**config.mk**
```make
export PLATFORM = sky130hd
export DESIGN_NAME = tx_path_rdi_auto_insertion
export DESIGN_NICKNAME = d
export VERILOG_FILES = /design/src/rdi_pkg.sv /design/src/rdi_select.sv /design/src/tx_path_rdi_auto_insertion.sv
export SDC_FILE = /design/constraint.sdc
export NUM_CORES = 1
export LEC_CHECK = 0
export BUFFER_PORTS_ARGS = -buffer_cell sky130_fd_sc_hd__buf_4
export CORE_MARGIN = 4
export CORE_UTILIZATION = 35
export DETAILED_ROUTE_END_ITERATION = 16
export SLEW_MARGIN = 10
export SYNTH_ARGS = -nofsm -noshare
export SYNTH_HDL_FRONTEND = slang
export SYNTH_SLANG_ARGS = --single-unit
```
**constraint.sdc**
```tcl
create_clock -name CLK_I -period 4.3 [get_ports CLK_I]
set_input_delay 0.86 -clock CLK_I [delete_from_list [all_inputs] [get_ports CLK_I]]
set_output_delay 0.86 -clock CLK_I [all_outputs]
set_load 0.02 [all_outputs]
```
**src/rdi_pkg.sv**
```systemverilog
// Constants for the transmit path RDI-P automatic insertion block
package rdi_pkg;
    // Register addresses on the 16-bit host address bus
    localparam logic [15:0] ADDR_CELL_AND_LABEL       = 16'h19C9;
    localparam logic [15:0] ADDR_TRACE_AND_UNEQUIPPED = 16'h19CA;
    localparam logic [15:0] ADDR_POINTER_AND_ALARM    = 16'h19CB;
    localparam logic [15:0] ADDR_PATH_CTRL            = 16'h1983;

    // Field positions shared by all three code registers
    localparam int HI_CODE_MSB = 7;
    localparam int HI_CODE_LSB = 5;
    localparam int HI_EN_BIT   = 4;
    localparam int LO_CODE_MSB = 3;
    localparam int LO_CODE_LSB = 1;
    localparam int LO_EN_BIT   = 0;

    // Insertion type field inside the path control register
    localparam int SRC_SEL_MSB = 4;
    localparam int SRC_SEL_LSB = 3;
    localparam logic [1:0] SRC_SEL_AUTO = 2'h0;

    // RDI-P field position inside G1
    localparam int G1_RDI_MSB = 7;
    localparam int G1_RDI_LSB = 5;

    // Reset values
    localparam logic [7:0] RESET_CODE_REG  = 8'h00;
    localparam logic [7:0] RESET_PATH_CTRL = 8'h00;
    localparam logic [2:0] RDI_NONE        = 3'h0;

    // Defect indices, highest priority first
    localparam int DEF_COUNT = 6;
    localparam int DEF_AIS   = 0;
    localparam int DEF_LOP   = 1;
    localparam int DEF_UNEQ  = 2;
    localparam int DEF_TIM   = 3;
    localparam int DEF_PLM   = 4;
    localparam int DEF_LCD   = 5;
endpackage

```
**src/rdi_select.sv**
```systemverilog
// Fixed-priority picker of the RDI-P code among declared defects
`timescale 1ns/1ps
module rdi_select (
    // Per-defect qualifiers and codes, index 0 has top priority
    input  wire logic [5:0] active_i,
    input  wire logic [17:0] codes_i,
    // Chosen code
    output logic [2:0]       code_o
);
    import rdi_pkg::*;

    // Walk from lowest to highest priority so the highest wins
    always_comb begin
        code_o = RDI_NONE;
        for (int k = DEF_COUNT - 1; k >= 0; k--) begin
            if (active_i[k]) begin
                code_o = codes_i[3*k +: 3];
            end
        end
    end
endmodule

```
**src/tx_path_rdi_auto_insertion.sv**
```systemverilog
// Transmit path G1 RDI-P automatic insertion with host control registers
`timescale 1ns/1ps
module tx_path_rdi_auto_insertion (
    // Clock and reset
    input  wire logic        CLK_I,
    input  wire logic        RSTN_I,
    // Host register port
    input  wire logic [15:0] ADDR_I,
    input  wire logic [7:0]  WDATA_I,
    input  wire logic        WR_I,
    input  wire logic        RD_I,
    output logic      [7:0]  RDATA_O,
    // Defect declarations from the receive path processor
    input  wire logic        PATH_ALARM_I,
    input  wire logic        POINTER_LOSS_I,
    input  wire logic        UNEQUIPPED_I,
    input  wire logic        TRACE_MISMATCH_I,
    input  wire logic        LABEL_MISMATCH_I,
    input  wire logic        CELL_DELINEATION_LOSS_I,
    // Outbound byte stream
    input  wire logic [7:0]  TX_DATA_I,
    input  wire logic        TX_G1_I,
    output logic      [7:0]  TX_DATA_O,
    output logic             TX_G1_O,
    output logic      [2:0]  RDI_CODE_O
);
    import rdi_pkg::*;

    logic [7:0] rdi_ctrl_cell_and_label;
    logic [7:0] rdi_ctrl_trace_and_unequipped;
    logic [7:0] rdi_ctrl_pointer_and_alarm;
    logic [7:0] path_ctrl;
    logic [5:0] defect_meta;
    logic [5:0] defect_sync;
    logic [5:0] enables;
    logic [17:0] codes;
    logic [5:0] active;
    logic [2:0] chosen;
    logic       auto_mode;

    // Code and path control register writes; the host bus is on this clock
    always_ff @(posedge CLK_I) begin
        if (!RSTN_I) begin
            rdi_ctrl_cell_and_label       <= RESET_CODE_REG;
            rdi_ctrl_trace_and_unequipped <= RESET_CODE_REG;
            rdi_ctrl_pointer_and_alarm    <= RESET_CODE_REG;
            path_ctrl                     <= RESET_PATH_CTRL;
        end else if (WR_I) begin
            case (ADDR_I)
                ADDR_CELL_AND_LABEL:
                    rdi_ctrl_cell_and_label <= WDATA_I;
                ADDR_TRACE_AND_UNEQUIPPED:
                    rdi_ctrl_trace_and_unequipped <= WDATA_I;
                ADDR_POINTER_AND_ALARM:
                    rdi_ctrl_pointer_and_alarm <= WDATA_I;
                ADDR_PATH_CTRL:
                    path_ctrl <= WDATA_I;
                default: ;
            endcase
        end
    end

    // Registered read data; unmapped addresses read zero
    always_ff @(posedge CLK_I) begin
        if (!RSTN_I) begin
            RDATA_O <= 8'h00;
        end else if (RD_I) begin
            case (ADDR_I)
                ADDR_CELL_AND_LABEL:       RDATA_O <= rdi_ctrl_cell_and_label;
                ADDR_TRACE_AND_UNEQUIPPED:
                    RDATA_O <= rdi_ctrl_trace_and_unequipped;
                ADDR_POINTER_AND_ALARM:
                    RDATA_O <= rdi_ctrl_pointer_and_alarm;
                ADDR_PATH_CTRL:            RDATA_O <= path_ctrl;
                default:                   RDATA_O <= 8'h00;
            endcase
        end
    end

    // Defects come from another block's timing, so double-register them
    always_ff @(posedge CLK_I) begin
        if (!RSTN_I) begin
            defect_meta <= 6'h00;
            defect_sync <= 6'h00;
        end else begin
            defect_meta <= {CELL_DELINEATION_LOSS_I, LABEL_MISMATCH_I,
                            TRACE_MISMATCH_I, UNEQUIPPED_I,
                            POINTER_LOSS_I, PATH_ALARM_I};
            defect_sync <= defect_meta;
        end
    end

    // Gather enables and codes in priority order
    assign enables = {rdi_ctrl_cell_and_label[HI_EN_BIT],
                      rdi_ctrl_cell_and_label[LO_EN_BIT],
                      rdi_ctrl_trace_and_unequipped[HI_EN_BIT],
                      rdi_ctrl_trace_and_unequipped[LO_EN_BIT],
                      rdi_ctrl_pointer_and_alarm[HI_EN_BIT],
                      rdi_ctrl_pointer_and_alarm[LO_EN_BIT]};
    assign codes = {
        rdi_ctrl_cell_and_label[HI_CODE_MSB:HI_CODE_LSB],
        rdi_ctrl_cell_and_label[LO_CODE_MSB:LO_CODE_LSB],
        rdi_ctrl_trace_and_unequipped[HI_CODE_MSB:HI_CODE_LSB],
        rdi_ctrl_trace_and_unequipped[LO_CODE_MSB:LO_CODE_LSB],
        rdi_ctrl_pointer_and_alarm[HI_CODE_MSB:HI_CODE_LSB],
        rdi_ctrl_pointer_and_alarm[LO_CODE_MSB:LO_CODE_LSB]};
    assign auto_mode = (path_ctrl[SRC_SEL_MSB:SRC_SEL_LSB]
                        == SRC_SEL_AUTO);
    // A defect counts only when enabled and in automatic mode
    assign active = enables & defect_sync & {6{auto_mode}};

    rdi_select u_select (
        .active_i (active),
        .codes_i  (codes),
        .code_o   (chosen)
    );

    // Stream stage: one cycle delay, G1 RDI field overwritten in auto mode
    always_ff @(posedge CLK_I) begin
        if (!RSTN_I) begin
            TX_DATA_O  <= 8'h00;
            TX_G1_O    <= 1'b0;
            RDI_CODE_O <= RDI_NONE;
        end else begin
            TX_G1_O    <= TX_G1_I;
            RDI_CODE_O <= chosen;
            if (TX_G1_I && auto_mode) begin
                TX_DATA_O <= {chosen,
                    TX_DATA_I[G1_RDI_LSB-1:0]};
            end else begin
                TX_DATA_O <= TX_DATA_I;
            end
        end
    end
endmodule

```
==> flow_summary.ini, run 1 <==
[pwr]
power_leakage_nw = 1.32
swShare_pct = 22.3
p_sw_mw = 0.248
p_int_mw = 0.862
peakVddDrop_v = 0.000208
comb_power_share_pct = 7.3
clockPowerShare_pct = 38.2
seqPwrFrac_pct = 54.5
powerDensity_nw_per_um2 = 323

[worst_hold_path]
hold_start = defect_meta[1]
hold_path_class = register to register

[global_routing]
grt_pass1_vias = 2157
grt_pass1_wl_um = 10500
overflow = 0
grt_antenna_before_repair = 0
grt_usage_pct = 15.1
grt_max_degree = 67

[logic_synthesis]
ys.flop_type = dfxtp_1
syn_nets = 309
synth-seq-cells = 64
synth.avg_cell_area_um2 = 10.3
ys_seq_area_share_pct = 46.9
synth-edff-count = 0
yosysWarnings = 0
synth_area_um2 = 2730
async_reset_ff_share_pct = 0
postSynthCellCount = 266
yosysUniqueCellTypes = 38

[clock_network]
cts_setup_buffers = 0
ctsResizeCount = 0
cts-hold-fix-buffers = 0
h-tree-depth = 3
cts.clk_slew.worst_paths_ps = 60
tritoncts = built
clk_latency_ps = 340
cts_num_sinks = 64
cts_root_buffer = clkbuf_8
numCtsBuffers = 9
clock_path_buffers = 2

[routing]
wirelength_um = 6520
drt_pass1_iterations = 4
vias = 2190
vias_per_cell = 5.08
first_iter_violations = 130
drc_errors = 0
routedWlPerCell_um = 15.1
drtAntennaViolNets = 0

[layout]
syn_to_final_growth_pct = 25.7
multiInputGateArea_um2 = 1380
final_area_um2 = 3430
drive_above_1_share_pct = 28.6
diodes = 0
final_common_cell = buf_4
fillCellCount = 717
nNetsFinal = 372
instances_no_fill = 431
seqCellArea_um2 = 1280
final_cell_mix = buf_4 (66), dfxtp_1 (64), nand2_1 (53)

[sta]
drv_slew = 0
min_period_over_period_pct = 55.5
post-route-worst-setup-slack_ps = 1910
worst_pin_slew_ps = 903
finalHoldViolCount = 0
rsz0062_at_grt = no
finClkSkew_ps = 3.06
slew_headroom_pct = 39.5
fin_tns_setup_ps = 0
setup_viol = 0
fmax_mhz = 419
period_minus_slack_ps = 2390

[setup_path]
critPathMaxFanout = 10
worstReg2RegStart = path_ctrl[3]
ff2ff_setup_slack_ps = 2600
critical_path_class = primary input to register
cp-end-kind = register
cp-start-kind = primary input
cp_data_required_time_ps = 4570
arrival_ps = 2650
crit_start = ADDR_I[5]

[floorplan]
initial_core_util_pct = 36.9
die_area_um2 = 9280
die_y_um = 96.3
rows = 31
pin_count = 63
die_x_um = 96.3
coreArea_um2 = 7410

[place]
gp_congestion = 0.901
place_ws_ps = 1570
dp_hpwl_um = 4750
placed_area_um2 = 3280
dp_cells = 417
port_buffers = 62

[outcome]
run_status = finished clean

[flow_run]
maxCapViolCount = 0
==> layout make-up <==
cell class / count / share of cell area, %
Multi-Input combinational cell: 188 / 40.1
Clock inverter: 1 / 0.146
Clock buffer: 13 / 4.34
Tap cell: 99 / 3.61
Sequential cell: 64 / 37.3
Timing Repair Buffer: 66 / 14.4
==> cell families (layout without fill, tap and decap cells) <==
| logic type | count (synthesis) | in the layout | share of synthesized area [%] |
|---|---|---|---|
| compound gates | 44 | 44 | 13.7 |
| buf+inv | 14 | 80 | 2.66 |
| mux | 40 | 40 | 14.7 |
| flops | 64 | 64 | 46.9 |
| simple gates | 104 | 104 | 22.1 |
==> cell usage after synthesis (2+ instances only) <==
library cell	n	share of area [%]
dfxtp_1	64	47
nor3_1	6	1.1
buf_4	3	0.82
nor2_1	3	0.41
nor3b_1	3	0.82
clkbuf_1	8	1.1
a32oi_1	3	0.96
a22oi_1	8	2.2
a31o_2	3	0.96
nor4_1	3	0.69
nor4b_4	2	1.7
a2111oi_2	3	1.6
a22o_1	12	3.8
nand2_1	53	7.3
o21ai_0	3	0.55
o22ai_1	8	1.8
and2_1	19	4.4
mux2i_1	40	15
and4bb_2	3	1.4
==> registers in the layout, indices dropped and copies added (netlist names) <==
signal and flops:
rdi_ctrl_cell_and_label 8, rdi_ctrl_trace_and_unequipped 8, rdi_ctrl_pointer_and_alarm 8, TX_DATA_O 8, defect_meta 6, RDI_CODE_O 3
RDATA_O 8, defect_sync 6, path_ctrl 8, TX_G1_O 1
==> layer usage <==
metal | vias up | wire length [um] | GRT usage, %
li1 | 1087 | - | -
met1 | 1033 | 2920 | 18.6
met2 | 60 | 3080 | 23.9
met3 | 10 | 413 | 5.55
met4 | 0 | 111 | 5.61
met5 | - | 0 | 0
==> metrics by stage <==
step	util, %	hold WS (ps)	power (mW)
after detailed placement	44.2	418	0.700
after CTS	46.3	432	1.12
after global routing	46.3	450	1.16
final	46.3	432	1.11
after global placement	44.2	415	0.699
after floorplan	-	412	0.655
==> power by group through the flow <==
stage                     Clock (mW)  Sequential [mW]  Combinational [mW]
after floorplan                    0            0.623              0.0324
after global placement             0            0.618              0.0815
after detailed placement           0            0.618              0.0825
after CTS                      0.435            0.605              0.0829
after global routing           0.462            0.605              0.0895
final                          0.424            0.605              0.0816
==> critical path, stage by stage <==
cell and delay (ps):
buf_4 120, nor4b_4 360, nand4_4 250, nor3b_2 810, mux2i_1 260
==> path summary, 6_finish.rpt <==
path | end | cells past startpoint
max | rdi_ctrl_cell_and_label[3] | 5
min | defect_sync[1] | 1
max reg2reg | RDI_CODE_O[2] | 4
min reg2reg | defect_sync[1] | 1
No activity file was read; power rests on OpenSTA's default activity.
==> inputs of run 2 (changes only) <==
ABC_AREA = 1   (was default)
clock period = 2.4 ns   (was 4.3 ns; I/O delays follow)
==> flow_summary.ini, run 2 <==
[logic_synthesis]
ys.flop_type = dfxtp_1
yosysMostFrequentCell = nand2_1
synth.avg_cell_area_um2 = 7.56
async_reset_ff_share_pct = 0
synth_top_area_share_pct = 42.7
synth_largest_area_cell = dfxtp_1
synthTopCellsByArea = dfxtp_1 (43%), nand2_1 (13%), nand3_1 (7.2%)
yosysUniqueCellTypes = 30
yosysWarnings = 0
synth_area_um2 = 3000
synth-seq-cells = 64
postSynthCellCount = 397
syn_nets = 440
ys_seq_area_share_pct = 42.7
synth-edff-count = 0
synth_commonest_cells = nand2_1 (103), dfxtp_1 (64), inv_1 (52)

[setup_path]
cp-end-kind = register
ff2ff_path_depth = 9
arrival_ps = 1920
cp-start-kind = register
r2r-end = TX_DATA_O[6]
slowest_delay_ps = 360
slowest_stage = dfxtp_1
cp_top_family = simple AND/OR/NAND/NOR gates
cp_cell_sequence = nor2_4 -> nand3_2 -> or2_2 -> nand2_1 -> nand2_1 -> nand2_1 -> nand3_1 -> nand2_1 -> inv_1
critPathMaxFanout = 15
ff2ff_setup_slack_ps = 710
worstReg2RegStart = path_ctrl[3]
critical_path_class = register to register
cp_num_buf_inv = 1
crit_top_cell = nand2_1
cp_data_required_time_ps = 2640

[worst_hold_path]
whs_endpoint = TX_DATA_O[1]
holdPathStages = 3
hold_path_class = primary input to register
hold_start = TX_DATA_I[1]

[pwr]
comb_power_share_pct = 7.6
total_power_mw = 2.11
p_sw_mw = 0.480
clockPowerShare_pct = 40.9
p_int_mw = 1.63
power_leakage_nw = 1.68
peakVddDrop_v = 0.000322
powerDensity_nw_per_um2 = 571
seqPwrFrac_pct = 51.5
swShare_pct = 22.8

[layout]
drive_above_1_share_pct = 25.4
fillCellCount = 868
nNetsFinal = 502
fin_util_pct = 44.5
multiInputGateArea_um2 = 1400
final_common_cell = nand2_1
diodes = 0
syn_to_final_growth_pct = 22.9
final_cell_mix = nand2_1 (103), dfxtp_1 (64), buf_4 (64)
seqCellArea_um2 = 1280

[sta]
setup_viol = 0
worst_pin_slew_ps = 486
min_period_over_period_pct = 70.3
fin_tns_setup_ps = 0
drv_slew = 0
slew_headroom_pct = 67.6
finClkSkew_ps = 3.75
period_minus_slack_ps = 1690
fmax_mhz = 593
whs_ps = 325
rsz0062_at_grt = no
finalHoldViolCount = 0

[place]
port_buffers = 62
dp_hpwl_um = 5580
gp_congestion = 0.882

[clock_network]
ctsResizeCount = 0
tritoncts = built
clk_latency_ps = 330
cts_setup_buffers = 0
cts_root_buffer = clkbuf_8
cts-hold-fix-buffers = 0
cts.clk_slew.worst_paths_ps = 70
h-tree-depth = 3
clock_path_buffers = 2
numCtsBuffers = 9
cts_num_sinks = 64

[floorplan]
die_area_um2 = 10100
coreArea_um2 = 8300
rows = 33
die_y_um = 101
die_x_um = 101
pin_count = 63
initial_core_util_pct = 36.2

[global_routing]
overflow = 0
grt_pass1_wl_um = 12000
grt_max_degree = 35
grt_usage_pct = 15.3
grt_pass1_vias = 2441
grt_antenna_before_repair = 0

[routing]
first_iter_violations = 201
drt_pass1_iterations = 4
drtAntennaViolNets = 0
wirelength_um = 7400
vias_per_cell = 4.67
drc_errors = 0
vias = 2656
routedWlPerCell_um = 13.0

[outcome]
run_status = finished clean

[flow_run]
maxCapViolCount = 0
run 2: area by class of cell:
cell class                      instances  area share (%)
Inverter                               56            5.83
Clock buffer                           12            3.66
Multi-Input combinational cell        264            38.0
Tap cell                              105            3.56
Clock inverter                          4            1.22
Timing Repair Buffer                   64            13.0
Sequential cell                        64            34.7
run 2: worst min-delay path, delay by kind of cell:
family,cells,cell delay [ps]
buffers and inverters,2,110
and+or+nand+nor,1,40
run 2: routing by layer:
layer / vias up / global-route usage, % / share of wire, %
li1: 1389 / - / -
met1: 1200 / 20.3 / 45
met2: 59 / 23.9 / 49
met3: 8 / 4.08 / 5.5
met4: 0 / 5.28 / 1.2
met5: - / 0 / 0
run 2: power groups by stage:
stage,Sequential [mW],Clock [mW],Combinational (mW)
CTS,1.08,0.887,0.163
global placement,1.11,0,0.161
detailed placement,1.11,0,0.163
floorplan,1.12,0,0.0602
finish,1.08,0.862,0.160
global route,1.09,0.938,0.178
run 2: worst max path at each step:
stage | cells after the start | to | startpoint
floorplan | 7 | path_ctrl[5] | ADDR_I[9]
global placement | 7 | path_ctrl[4] | ADDR_I[9]
detailed placement | 8 | rdi_ctrl_trace_and_unequipped[6] | ADDR_I[9]
CTS | 9 | TX_DATA_O[6] | path_ctrl[3]
global route | 9 | TX_DATA_O[6] | path_ctrl[3]
finish | 9 | TX_DATA_O[6] | path_ctrl[3]
run 2: kinds of logic (layout without fill, tap and decap cells):
group | count (synthesis) | after routing | synth area share (%)
buffers and inverters | 69 | 136 | 10.6
and+or+nand+nor | 214 | 214 | 35.6
DFF | 64 | 64 | 42.7
AOI/OAI and AO/OA | 50 | 50 | 11.1
run 2: stage by stage:
step	cells	setup WS (ps)	instance area (um^2)
finish	569	713	3690
global route	569	499	3690
floorplan	397	893	3000
detailed placement	553	458	3510
CTS	569	696	3690
global placement	553	487	3510
==> inputs of run 3 (changes only) <==
ABC_AREA = 0   (was 1)
clock period = 1.7 ns   (was 2.4 ns; I/O delays follow)
==> flow_summary.ini, run 3 (same netlist as run 1, synthesis figures left out) <==
[outcome]
run_status = finished clean

[clock_network]
h-tree-depth = 3
clk_latency_ps = 340
clock_path_buffers = 2
numCtsBuffers = 9
cts.clk_slew.worst_paths_ps = 70
cts_num_sinks = 64
tritoncts = built
cts-hold-fix-buffers = 0
cts_root_buffer = clkbuf_8

[routing]
vias = 2226
drt_pass1_iterations = 4
routedWlPerCell_um = 15.3
vias_per_cell = 4.96
wirelength_um = 6860
dr.max_layer_used = met4
dr_wl_met3_um = 462
drc_errors = 0
first_iter_violations = 115
met2_length_um = 3290
wl_met1_um = 3050
drtAntennaViolNets = 0

[floorplan]
die_y_um = 96.3
pin_count = 63
rows = 31
die_area_um2 = 9280
coreArea_um2 = 7410
die_x_um = 96.3
initial_core_util_pct = 36.9

[place]
place_ws_ps = -79.1
dp_hpwl_um = 5130
dp_cells = 433
placed_area_um2 = 3420
port_buffers = 62
gp_congestion = 0.841

[setup_path]
critPathMaxFanout = 5
cp-start-kind = register
cp-end-kind = register
arrival_ps = 1870
cp_data_required_time_ps = 1930
critical_path_class = register to register
ff2ff_path_depth = 6

[layout]
final_common_cell = buf_4
final_cell_mix = buf_4 (80), dfxtp_1 (64), nand2_1 (53)
fillCellCount = 699
fin_util_pct = 49.6
drive_above_1_share_pct = 33.7
nNetsFinal = 388
syn_to_final_growth_pct = 34.5
diodes = 0
seqCellArea_um2 = 1280
multiInputGateArea_um2 = 1400
final_area_um2 = 3670
instances_no_fill = 449

[sta]
whs_ps = 209
period_minus_slack_ps = 1640
fmax_mhz = 609
setup_viol = 0
slew_headroom_pct = 67.9
finalHoldViolCount = 0
min_period_over_period_pct = 96.5
fin_tns_setup_ps = 0
worst_pin_slew_ps = 480
finClkSkew_ps = 8.17
drv_slew = 0
post-route-worst-setup-slack_ps = 59.2

[pwr]
power_leakage_nw = 1.45
total_power_mw = 3.22
powerDensity_nw_per_um2 = 876
peakVddDrop_v = 0.000590

[worst_hold_path]
holdPathStages = 2
hold_path_class = primary input to register

[global_routing]
overflow = 0
grt_antenna_before_repair = 0
grt_pass1_wl_um = 10700
grt_max_degree = 32
grt_pass1_vias = 2137
grt_usage_pct = 15.5

[flow_run]
maxCapViolCount = 0
## run 3: cell types whose count changed in the layout (fill, tap and decap cells not counted), moves of 9 or more
cell	change
nand2_1	-50
nand4_1	-9
a22o_1	+12
a21oi_1	-21
and2_1	+19
mux2i_1	+40
nand3_1	-42
inv_1	-52
nor2_1	-31
buf_4	+16
## run 3: critical path: stages, from the launching register on
cell,delay [ps]
dfxtp_1,360
buf_4,150
a211o_1,250
nor3_1,310
a2111oi_4,100
buf_4,160
a31o_2,220
## run 3: final timing paths
path                    endpoint  slack [ps]                     from
setup / recovery   RDI_CODE_O[0]          60             path_ctrl[3]
hold / removal    defect_meta[5]         210  CELL_DELINEATION_LOSS_I
setup reg to reg   RDI_CODE_O[0]          60             path_ctrl[3]
hold reg to reg   defect_sync[3]         430           defect_meta[3]
## run 3: repair_timing
action | 4_1_cts | 5_1_grt
gates resized for setup | 0 | 3
hold endpoints to repair | 0 | 0
setup endpoints to repair | 0 | 4
setup buffers | 0 | 0
## run 3: final cells by class
class / count / share of cell area (%)
Multi-Input combinational cell: 188 / 38.1
Sequential cell: 64 / 34.9
Tap cell: 99 / 3.37
Clock buffer: 11 / 4.12
Timing Repair Buffer: 82 / 17.4
Clock inverter: 5 / 2.15
## run 3: power by group
part | switching, mW | internal, mW | total [mW] | leakage [nW]
combinational | 0.102 | 0.112 | 0.214 | 0.808
sequential | 0.00578 | 1.52 | 1.53 | 0.520
clock | 0.574 | 0.903 | 1.48 | 0.119
## run 3: layer usage
| layer | up-vias | global-route usage, % |
|---|---|---|
| li1 | 1117 | - |
| met1 | 1031 | 19.1 |
| met2 | 73 | 25.8 |
| met3 | 5 | 4.22 |
| met4 | 0 | 5.61 |
| met5 | - | 0 |
